## src/core/lpl_defs.svh

```systemverilog
/*
 * Constants of the link-to-phy port: control codes, request codes, request frame layout.
 * Assumes inclusion by bare name from the package and the port module.
 */
`ifndef LPL_DEFS_SVH
`define LPL_DEFS_SVH

// Control codes while the phy owns the bus
`define LPL_CTL_IDLE 2'h0
`define LPL_CTL_STATUS 2'h1
`define LPL_CTL_RECV 2'h2
`define LPL_CTL_GRANT 2'h3
// Control codes while the link owns the bus
`define LPL_LCTL_IDLE 2'h0
`define LPL_LCTL_HOLD 2'h1
`define LPL_LCTL_SEND 2'h2
`define LPL_LCTL_RSVD 2'h3

// Request types
`define LPL_RQ_TAKE 3'h0
`define LPL_RQ_ISO 3'h1
`define LPL_RQ_PRIO 3'h2
`define LPL_RQ_FAIR 3'h3
`define LPL_RQ_REGRD 3'h4
`define LPL_RQ_REGWR 3'h5

// Request speeds
`define LPL_SPD_100 2'h0
`define LPL_SPD_200 2'h1
`define LPL_SPD_400 2'h2
`define LPL_SPD_RSVD 2'h3

// Frame lengths in bits, start and stop included
`define LPL_LEN_BUS 5'h07
`define LPL_LEN_RD 5'h09
`define LPL_LEN_WR 5'h11
// Frame field positions
`define LPL_FR_START 0
`define LPL_FR_TYPE 1
`define LPL_FR_SPEED 4
`define LPL_FR_ADDR 4
`define LPL_FR_DATA 8

`endif

```

## src/core/lpl_pkg.sv

```systemverilog
/*
 * Types shared by the link-to-phy port.
 * Assumes lpl_defs.svh on the include path.
 */
`include "lpl_defs.svh"

package lpl_pkg;
    typedef enum logic [1:0] {
        LPL_ST_PHY = 2'b00,
        LPL_ST_OWN = 2'b01,
        LPL_ST_END = 2'b10,
        LPL_ST_REL = 2'b11
    } lpl_state_t;

    typedef logic [2:0] lpl_rqtype_t;
    typedef logic [1:0] lpl_speed_t;
endpackage : lpl_pkg

```

## src/core/lpl_link_port.sv

```systemverilog
/*
 * Link side of the link-to-phy port: request serialiser, bus ownership, transmit FIFO,
 * receive and status capture, cycle reference edge detect.
 * Assumes the phy interface clock and every phy pin arrive asynchronously to mclk,
 * with mclk at least twice as fast as the phy clock.
 */
`timescale 1ns/1ps
`include "lpl_defs.svh"

module lpl_fifo #(
    parameter int W = 9,
    parameter int D = 8
) (
    input wire logic mclk, // Clock
    input wire logic srst, // Sync reset
    input wire logic in_valid, // Write request
    output logic in_ready, // Room left
    input wire logic [W-1:0] in_data, // Write word
    output logic out_valid, // Word available
    input wire logic out_ready, // Pop
    output logic [W-1:0] out_data // Head word
);
    localparam int AW = $clog2(D);
    logic [W-1:0] mem [D];
    logic [AW-1:0] wr_reg, wr_next, rd_reg, rd_next;
    logic [AW:0] cnt_reg, cnt_next;
    logic room_reg, room_next, avail_reg, avail_next;
    logic push, pop;

    assign push = in_valid && room_reg;
    assign pop = out_ready && avail_reg;
    assign in_ready = room_reg;
    assign out_valid = avail_reg;
    assign out_data = mem[rd_reg];

    always_comb begin
        wr_next = push ? ((wr_reg == AW'(D - 1)) ? '0 : wr_reg + 1'b1) : wr_reg;
        rd_next = pop ? ((rd_reg == AW'(D - 1)) ? '0 : rd_reg + 1'b1) : rd_reg;
        cnt_next = cnt_reg + (AW+1)'(push) - (AW+1)'(pop);
        room_next = cnt_next != (AW+1)'(D);
        avail_next = cnt_next != '0;
    end

    always_ff @(posedge mclk) begin
        if (srst) begin
            wr_reg <= '0;
            rd_reg <= '0;
            cnt_reg <= '0;
            room_reg <= 1'b1;
            avail_reg <= 1'b0;
        end else begin
            wr_reg <= wr_next;
            rd_reg <= rd_next;
            cnt_reg <= cnt_next;
            room_reg <= room_next;
            avail_reg <= avail_next;
        end
    end

    // Storage has no reset; only words behind the pointers are ever read
    always_ff @(posedge mclk) begin
        if (push) begin
            mem[wr_reg] <= in_data;
        end
    end
endmodule : lpl_fifo

module lpl_link_port #(
    parameter int DW = 8,
    parameter int FIFO_DEPTH = 8
) (
    input wire logic mclk, // 125 MHz clock
    input wire logic srst, // Sync reset, active high
    input wire logic phy_sclk, // Phy interface clock, async
    input wire logic phy_ctl_bit_a_in, // Control bit a from pin
    output logic phy_ctl_bit_a_out, // Control bit a to pin
    output logic phy_ctl_bit_a_oe, // Control bit a enable
    input wire logic phy_ctl_bit_b_in, // Control bit b from pin
    output logic phy_ctl_bit_b_out, // Control bit b to pin
    output logic phy_ctl_bit_b_oe, // Control bit b enable
    input wire logic [DW-1:0] phy_data_bus_in, // Data from pins
    output logic [DW-1:0] phy_data_bus_out, // Data to pins
    output logic phy_data_bus_oe, // Data enable
    output logic link_request_line, // Serial request line
    input wire logic cycle_reference_input, // 125 us cycle reference, async
    output logic cycle_tick, // Pulse per cycle reference rise
    input wire logic req_valid, // Request offered
    output logic req_ready, // Serialiser free
    input wire lpl_pkg::lpl_rqtype_t req_type, // Request type
    input wire lpl_pkg::lpl_speed_t req_speed, // Request speed
    input wire logic [3:0] req_addr, // Phy register address
    input wire logic [7:0] req_wdata, // Phy register write data
    input wire logic tx_valid, // Transmit word offered
    output logic tx_ready, // FIFO has room
    input wire logic [DW-1:0] tx_data, // Transmit word
    input wire logic tx_last, // Last word of packet
    output logic rx_valid, // Receive word pulse
    output logic stat_valid, // Status word pulse
    output logic [DW-1:0] rx_data, // Received or status word
    output logic bus_owned // Link drives the bus
);
    import lpl_pkg::*;

    // Highest speed code the data bus width can carry
    localparam lpl_speed_t MAX_SPD = (DW >= 8) ? `LPL_SPD_400 : (DW >= 4) ? `LPL_SPD_200 : `LPL_SPD_100;

    logic sclk_s1, sclk_s2, sclk_s3;
    logic ctla_s1, ctla_s2, ctlb_s1, ctlb_s2;
    logic [DW-1:0] dat_s1, dat_s2;
    logic cyc_s1, cyc_s2, cyc_s3;
    logic sclk_rise;
    logic [1:0] ctl_code;

    lpl_state_t state_reg, state_next;
    logic [1:0] ctlo_reg, ctlo_next;
    logic oe_reg, oe_next;
    logic [DW-1:0] dout_reg, dout_next;
    logic rxv_reg, rxv_next, stv_reg, stv_next;
    logic [DW-1:0] rxd_reg, rxd_next;
    logic [16:0] sh_reg, sh_next;
    logic [4:0] idx_reg, idx_next, len_reg, len_next;
    logic busy_reg, busy_next, rdy_reg, rdy_next, rline_reg, rline_next;
    logic tick_reg, tick_next;
    logic accept, legal, pop;
    logic f_valid;
    logic [DW:0] f_data;

    // Edge detect reads only the second and third stages; pins sampled when the edge is seen
    assign sclk_rise = sclk_s2 && !sclk_s3;
    assign ctl_code = {ctla_s2, ctlb_s2};
    assign accept = req_valid && rdy_reg;
    assign legal = (req_type >= `LPL_RQ_REGRD) ? (req_type <= `LPL_RQ_REGWR)
                 : (req_speed != `LPL_SPD_RSVD) && (req_speed <= MAX_SPD);
    assign pop = (state_reg == LPL_ST_OWN) && sclk_rise && f_valid;

    lpl_fifo #(.W(DW + 1), .D(FIFO_DEPTH)) u_txq (
        .mclk(mclk),
        .srst(srst),
        .in_valid(tx_valid),
        .in_ready(tx_ready),
        .in_data({tx_last, tx_data}),
        .out_valid(f_valid),
        .out_ready(pop),
        .out_data(f_data)
    );

    always_comb begin
        logic [16:0] fr;
        fr = 17'h0_0000;
        state_next = state_reg;
        ctlo_next = ctlo_reg;
        oe_next = oe_reg;
        dout_next = dout_reg;
        rxv_next = 1'b0;
        stv_next = 1'b0;
        rxd_next = rxd_reg;
        sh_next = sh_reg;
        idx_next = idx_reg;
        len_next = len_reg;
        busy_next = busy_reg;
        rline_next = rline_reg;
        tick_next = cyc_s2 && !cyc_s3;
        // Frame sent low bit first; each field goes most significant bit first
        fr[`LPL_FR_START] = 1'b1;
        for (int i = 0; i < 3; i++) begin
            fr[`LPL_FR_TYPE + i] = req_type[2 - i];
        end
        if (req_type >= `LPL_RQ_REGRD) begin
            for (int i = 0; i < 4; i++) begin
                fr[`LPL_FR_ADDR + i] = req_addr[3 - i];
            end
            if (req_type == `LPL_RQ_REGWR) begin
                for (int i = 0; i < 8; i++) begin
                    fr[`LPL_FR_DATA + i] = req_wdata[7 - i];
                end
            end
        end else begin
            for (int i = 0; i < 2; i++) begin
                fr[`LPL_FR_SPEED + i] = req_speed[1 - i];
            end
        end
        // Illegal requests are taken and dropped so the requester never hangs
        if (accept && legal) begin
            sh_next = fr;
            idx_next = 5'h00;
            busy_next = 1'b1;
            len_next = (req_type == `LPL_RQ_REGWR) ? `LPL_LEN_WR
                     : (req_type == `LPL_RQ_REGRD) ? `LPL_LEN_RD : `LPL_LEN_BUS;
        end else if (busy_reg && sclk_rise) begin
            rline_next = sh_reg[0];
            sh_next = {1'b0, sh_reg[16:1]};
            idx_next = idx_reg + 5'h01;
            busy_next = idx_reg != (len_reg - 5'h01);
        end
        // A dropped request leaves the serialiser free, so ready stays up
        rdy_next = !busy_next;
        if (sclk_rise) begin
            case (state_reg)
                LPL_ST_PHY: begin
                    case (ctl_code)
                        `LPL_CTL_STATUS: begin
                            stv_next = 1'b1;
                            rxd_next = dat_s2;
                        end
                        `LPL_CTL_RECV: begin
                            rxv_next = 1'b1;
                            rxd_next = dat_s2;
                        end
                        `LPL_CTL_GRANT: begin
                            state_next = LPL_ST_OWN;
                            oe_next = 1'b1;
                            ctlo_next = `LPL_LCTL_HOLD;
                            dout_next = '0;
                        end
                        default: begin
                        end
                    endcase
                end
                LPL_ST_OWN: begin
                    // An empty queue mid-packet holds the bus rather than giving it up
                    if (f_valid) begin
                        ctlo_next = `LPL_LCTL_SEND;
                        dout_next = f_data[DW-1:0];
                        if (f_data[DW]) begin
                            state_next = LPL_ST_END;
                        end
                    end else begin
                        ctlo_next = `LPL_LCTL_HOLD;
                        dout_next = '0;
                    end
                end
                LPL_ST_END: begin
                    ctlo_next = `LPL_LCTL_IDLE;
                    dout_next = '0;
                    state_next = LPL_ST_REL;
                end
                LPL_ST_REL: begin
                    oe_next = 1'b0;
                    state_next = LPL_ST_PHY;
                end
                default: begin
                    state_next = LPL_ST_PHY;
                    oe_next = 1'b0;
                end
            endcase
        end
    end

    always_ff @(posedge mclk) begin
        if (srst) begin
            {sclk_s1, sclk_s2, sclk_s3, ctla_s1, ctla_s2, ctlb_s1, ctlb_s2} <= 7'h00;
            {cyc_s1, cyc_s2, cyc_s3} <= 3'h0;
            dat_s1 <= '0;
            dat_s2 <= '0;
            state_reg <= LPL_ST_PHY;
            ctlo_reg <= `LPL_LCTL_IDLE;
            oe_reg <= 1'b0;
            dout_reg <= '0;
            rxv_reg <= 1'b0;
            stv_reg <= 1'b0;
            rxd_reg <= '0;
            sh_reg <= 17'h0_0000;
            idx_reg <= 5'h00;
            len_reg <= `LPL_LEN_BUS;
            busy_reg <= 1'b0;
            rdy_reg <= 1'b0;
            rline_reg <= 1'b0;
            tick_reg <= 1'b0;
        end else begin
            {sclk_s1, sclk_s2, sclk_s3} <= {phy_sclk, sclk_s1, sclk_s2};
            {ctla_s1, ctla_s2, ctlb_s1, ctlb_s2} <= {phy_ctl_bit_a_in, ctla_s1, phy_ctl_bit_b_in, ctlb_s1};
            {cyc_s1, cyc_s2, cyc_s3} <= {cycle_reference_input, cyc_s1, cyc_s2};
            dat_s1 <= phy_data_bus_in;
            dat_s2 <= dat_s1;
            state_reg <= state_next;
            ctlo_reg <= ctlo_next;
            oe_reg <= oe_next;
            dout_reg <= dout_next;
            rxv_reg <= rxv_next;
            stv_reg <= stv_next;
            rxd_reg <= rxd_next;
            sh_reg <= sh_next;
            idx_reg <= idx_next;
            len_reg <= len_next;
            busy_reg <= busy_next;
            rdy_reg <= rdy_next;
            rline_reg <= rline_next;
            tick_reg <= tick_next;
        end
    end

    // Both control bits share one enable so the width never depends on speed
    assign phy_ctl_bit_a_out = ctlo_reg[1];
    assign phy_ctl_bit_b_out = ctlo_reg[0];
    assign phy_ctl_bit_a_oe = oe_reg;
    assign phy_ctl_bit_b_oe = oe_reg;
    assign phy_data_bus_out = dout_reg;
    assign phy_data_bus_oe = oe_reg;
    assign link_request_line = rline_reg;
    assign cycle_tick = tick_reg;
    assign req_ready = rdy_reg;
    assign rx_valid = rxv_reg;
    assign stat_valid = stv_reg;
    assign rx_data = rxd_reg;
    assign bus_owned = oe_reg;
endmodule : lpl_link_port

```

## config.mk

```make
export PLATFORM = sky130hd
export DESIGN_NAME = lpl_link_port
export DESIGN_NICKNAME = d
export VERILOG_FILES = /design/src/core/lpl_pkg.sv /design/src/core/lpl_link_port.sv
export VERILOG_INCLUDE_DIRS = /design/src /design/src/core
export SDC_FILE = /design/constraint.sdc
export NUM_CORES = 1
export LEC_CHECK = 0
export BUFFER_PORTS_ARGS = -buffer_cell sky130_fd_sc_hd__buf_2
export CAP_MARGIN = 30
export CELL_PAD_IN_SITES_DETAIL_PLACEMENT = 0
export CELL_PAD_IN_SITES_GLOBAL_PLACEMENT = 2
export CORE_ASPECT_RATIO = 0.6
export CORE_MARGIN = 2
export CORE_UTILIZATION = 43
export CTS_CLUSTER_SIZE = 10
export DETAILED_ROUTE_END_ITERATION = 8
export GPL_TIMING_DRIVEN = 1
export PLACE_DENSITY = 0.87
export SLEW_MARGIN = 20
export SYNTH_ARGS = -nofsm -noshare
export SYNTH_HDL_FRONTEND = slang
export SYNTH_SLANG_ARGS = --single-unit
```

## constraint.sdc

```tcl
create_clock -name mclk -period 6.78 [get_ports mclk]
set_input_delay 0.678 -clock mclk [delete_from_list [all_inputs] [get_ports mclk]]
set_output_delay 0.678 -clock mclk [all_outputs]
set_load 0.01 [all_outputs]
```

==> results.md <==
- Synthesized area: 0.00631 sq mm
- Largest net degree at the start of global routing: between 80 and 90
- CP max FO: 5
- Minimum clock period: between 2 and 3 ns
- Yosys Warn Count: 0
- CP endpoint kind: flop
- Worst VDD drop: 0.152 mV
- Core area: approximately 0.014 sq mm
- Final hold slack: slightly below 0.4 ns
- Pwr Total: approximately 2.2 mW
- Top cell family by delay on the critical path: adder cells
- Crit path DAT: 3.18 ns
- Tcrit/Tclk final: 0.424
- DP Cell Count: 738
- RePlAce Congestion: slightly below 0.7
- Worst Setup SP: state_reg[1]
- Leading area contributor after synthesis: edfxtp_1
- Reg2reg start: state_reg[1]
- Final setup violation count: 0
- DRT Pass-1 Iters: 4
- Top cells by area, synth: edfxtp_1 (34%), dfxtp_1 (29%), mux4_2 (5.0%), nand2_1 (3.3%), nor2b_1 (3.3%)
- Post-synth EDFFs: 72
- Post-layout net count: a little over 600
- FF-to-FF path depth: 13
- Sequential-to-total area share from yosys stat: 0.635
- Setup TNS: 0 ns
- # diodes: 0
- CTS Root Cell: clkbuf_16
- Netlist cell types: between 40 and 50
- Synth Instances: 491
- CP cell instances: inv_1 -> ha_1 -> and2_1 -> nand2_1 -> inv_1 -> ha_1 -> inv_1 -> ha_1 -> inv_1 -> fa_1 -> xor2_1 -> and3b_1 -> or3b_1
- Vias in the first global route: a little under 4000
- Top cell by count, worst path: inv_1
- Initial antenna violation count: 0
- Status: completed
- Syn nets: 550
- Worst skew pair latency: 0.42 ns
- Rel. slew slack: 0.370
- Fin cells: between 700 and 800
- First-pass GRT wire length: 20000 um
- Syn-to-layout area delta: 18.5%
- CTS buffer count: 17
- CTS tree: yes
- Synth Area per Inst: 12.8 sq um
- Drt wl/cell: 15.9 um
- Post-route ant nets: 0
- Worst Setup Start Kind: flop
- CP Capture Point: u_txq.in_ready
- Crit path kind: flop to flop
- Final wirelength: around 12000 um
- R2r setup slk: about 3.9 ns
- Clock sinks: 164
- Residual DRC: 0
- Placed inst area: ~0.007 sq mm
- Postcts setup bufs: 0
- Seq cells post-synth: ~160
- Pleak: 2.78 nW
- RSZ-0062 raised after global routing: false
- Hold Vio Cnt, Final: 0
- Final Instance Area: ~0.0075 sq mm
- H-tree levels: 4
- Hold_buf cts: 0
- Die X: roughly 160 um
- Die height: a little under 100 um
- Pwr dens: around 300 mW/mm^2
- Reg-to-Reg End: u_txq.in_ready
- Critical Path RT: between 7 and 8 ns
- Final Max Slew Viols: 0
- Worst path bufs/invs: 4
- Clk_skew: approximately 0.0076 ns
- Deepest clock path buffer count: 2
- Most frequent cell after synthesis: dfxtp_1
- Share of layout cells above drive strength 1: 0.226
- Starting DRT DRC Count: approximately 250
- Via count: just under 4000
- Post-synth ARST share: 0
- Port Buffers: 69
- Overflow after GRT: 0
- Crit-path max cell delay: approximately 0.38 ns
- Initial Util: 0.437
- Slew @ Worst Pin: approximately 0.94 ns
- Avg Vias per Cell: between 4 and 5
- Max reg flops: a little over 70
- FP Rows: 34
- CP Depth: 13
- Global-route usage over all layers: 0.165
- FMAX: between 300 and 400 MHz
- Cts repair resizes: 0
- Main flop type after synthesis: dfxtp_1
- Max_cap viols: 0
- Die Area: 0.0157 sq mm
- IO Pins: 70
- Hold Path Class: flop to flop
- Clock-pin slew on the worst setup and hold paths: 0.07 ns
- DP Wirelength: roughly 8000 um
- Synth top cells by count: dfxtp_1 (92), edfxtp_1 (72), nand2_1 (55)
- Crit path max-delay cell type: dfxtp_1
- Yosys top cell area share: 0.343
area by class of cell:
cell class	count	area, sq um
clock buffers	18	450
repair buffers	79	448
clock inverters	14	138
flip-flops and latches	164	4000
well taps	198	248
multi-input cells	287	2140
fillers	1224	6940
inverters	13	48.8
cells by family after synthesis:
| logic type | count (synthesis) | synth area share |
|---|---|---|
| flops | 164 | 0.635 |
| mux | 32 | 0.0863 |
| fa+ha+maj | 17 | 0.0349 |
| xor+xnor | 9 | 0.0125 |
| simple gates | 151 | 0.119 |
| compound gates | 78 | 0.0843 |
| buf+inv | 40 | 0.0282 |
worst reg2reg max path, delay by kind of cell (launching register included):
| kind | cells | cell delay (ns) |
|---|---|---|
| DFF | 1 | 0.38 |
| buffers and inverters | 4 | 0.26 |
| adders and majority gates | 4 | 1.02 |
| and+or+nand+nor | 4 | 0.91 |
| xor gates and xnor gates | 1 | 0.20 |
layout by cell type, fill, tap and decap left out, types with 3 or more instances in the layout:
cell	count
nor3b_1	3
nand2b_1	5
inv_1	14
a211oi_1	3
nor3_1	9
inv_8	4
nor2_1	23
inv_6	3
buf_2	69
dfxtp_1	92
ha_1	16
o2bb2ai_1	8
o21ai_0	9
a311oi_1	14
xor2_1	7
nand2_1	55
edfxtp_1	72
mux2i_1	15
o21ai_1	3
buf_4	7
mux4_1	3
nand3_1	4
nor3_2	3
clkbuf_16	18
mux4_2	14
nor2b_1	33
a21oi_1	29
worst min-delay path by stage:
stage,startpoint,end,slack [ns],cells past startpoint
2_1_floorplan,cyc_s3,cycle_tick,0.37,1
3_3_place_gp,cyc_s3,cycle_tick,0.38,1
3_5_place_dp,cyc_s3,cycle_tick,0.38,1
4_1_cts,cyc_s3,cycle_tick,0.39,1
5_1_grt,cyc_s3,cycle_tick,0.42,1
6_report,cyc_s3,cycle_tick,0.39,1
layer usage:
layer	share of wire	routed length, um	global-route usage	vias to the layer above
li1	-	-	-	1928
met1	0.51	6290	0.238	1860
met2	0.44	5430	0.250	69
met3	0.041	501	0.0433	7
met4	0.0067	83	0.0416	0
met5	0	0	0	-
power breakdown:
group | total (mW) | switching [mW] | internal [mW]
Clock | 0.937 | 0.427 | 0.510
Combinational | 0.188 | 0.107 | 0.0817
Sequential | 1.11 | 0.0251 | 1.09
Total | 2.24 | 0.559 | 1.68
metrics by stage:
step                 util  worst slack [ns]
floorplan               -              4.13
global placement    0.473              3.99
detailed placement  0.475              3.91
CTS                 0.516              3.89
global route        0.519              3.72
finish              0.519              3.90
(Power assumes the default switching activity.)
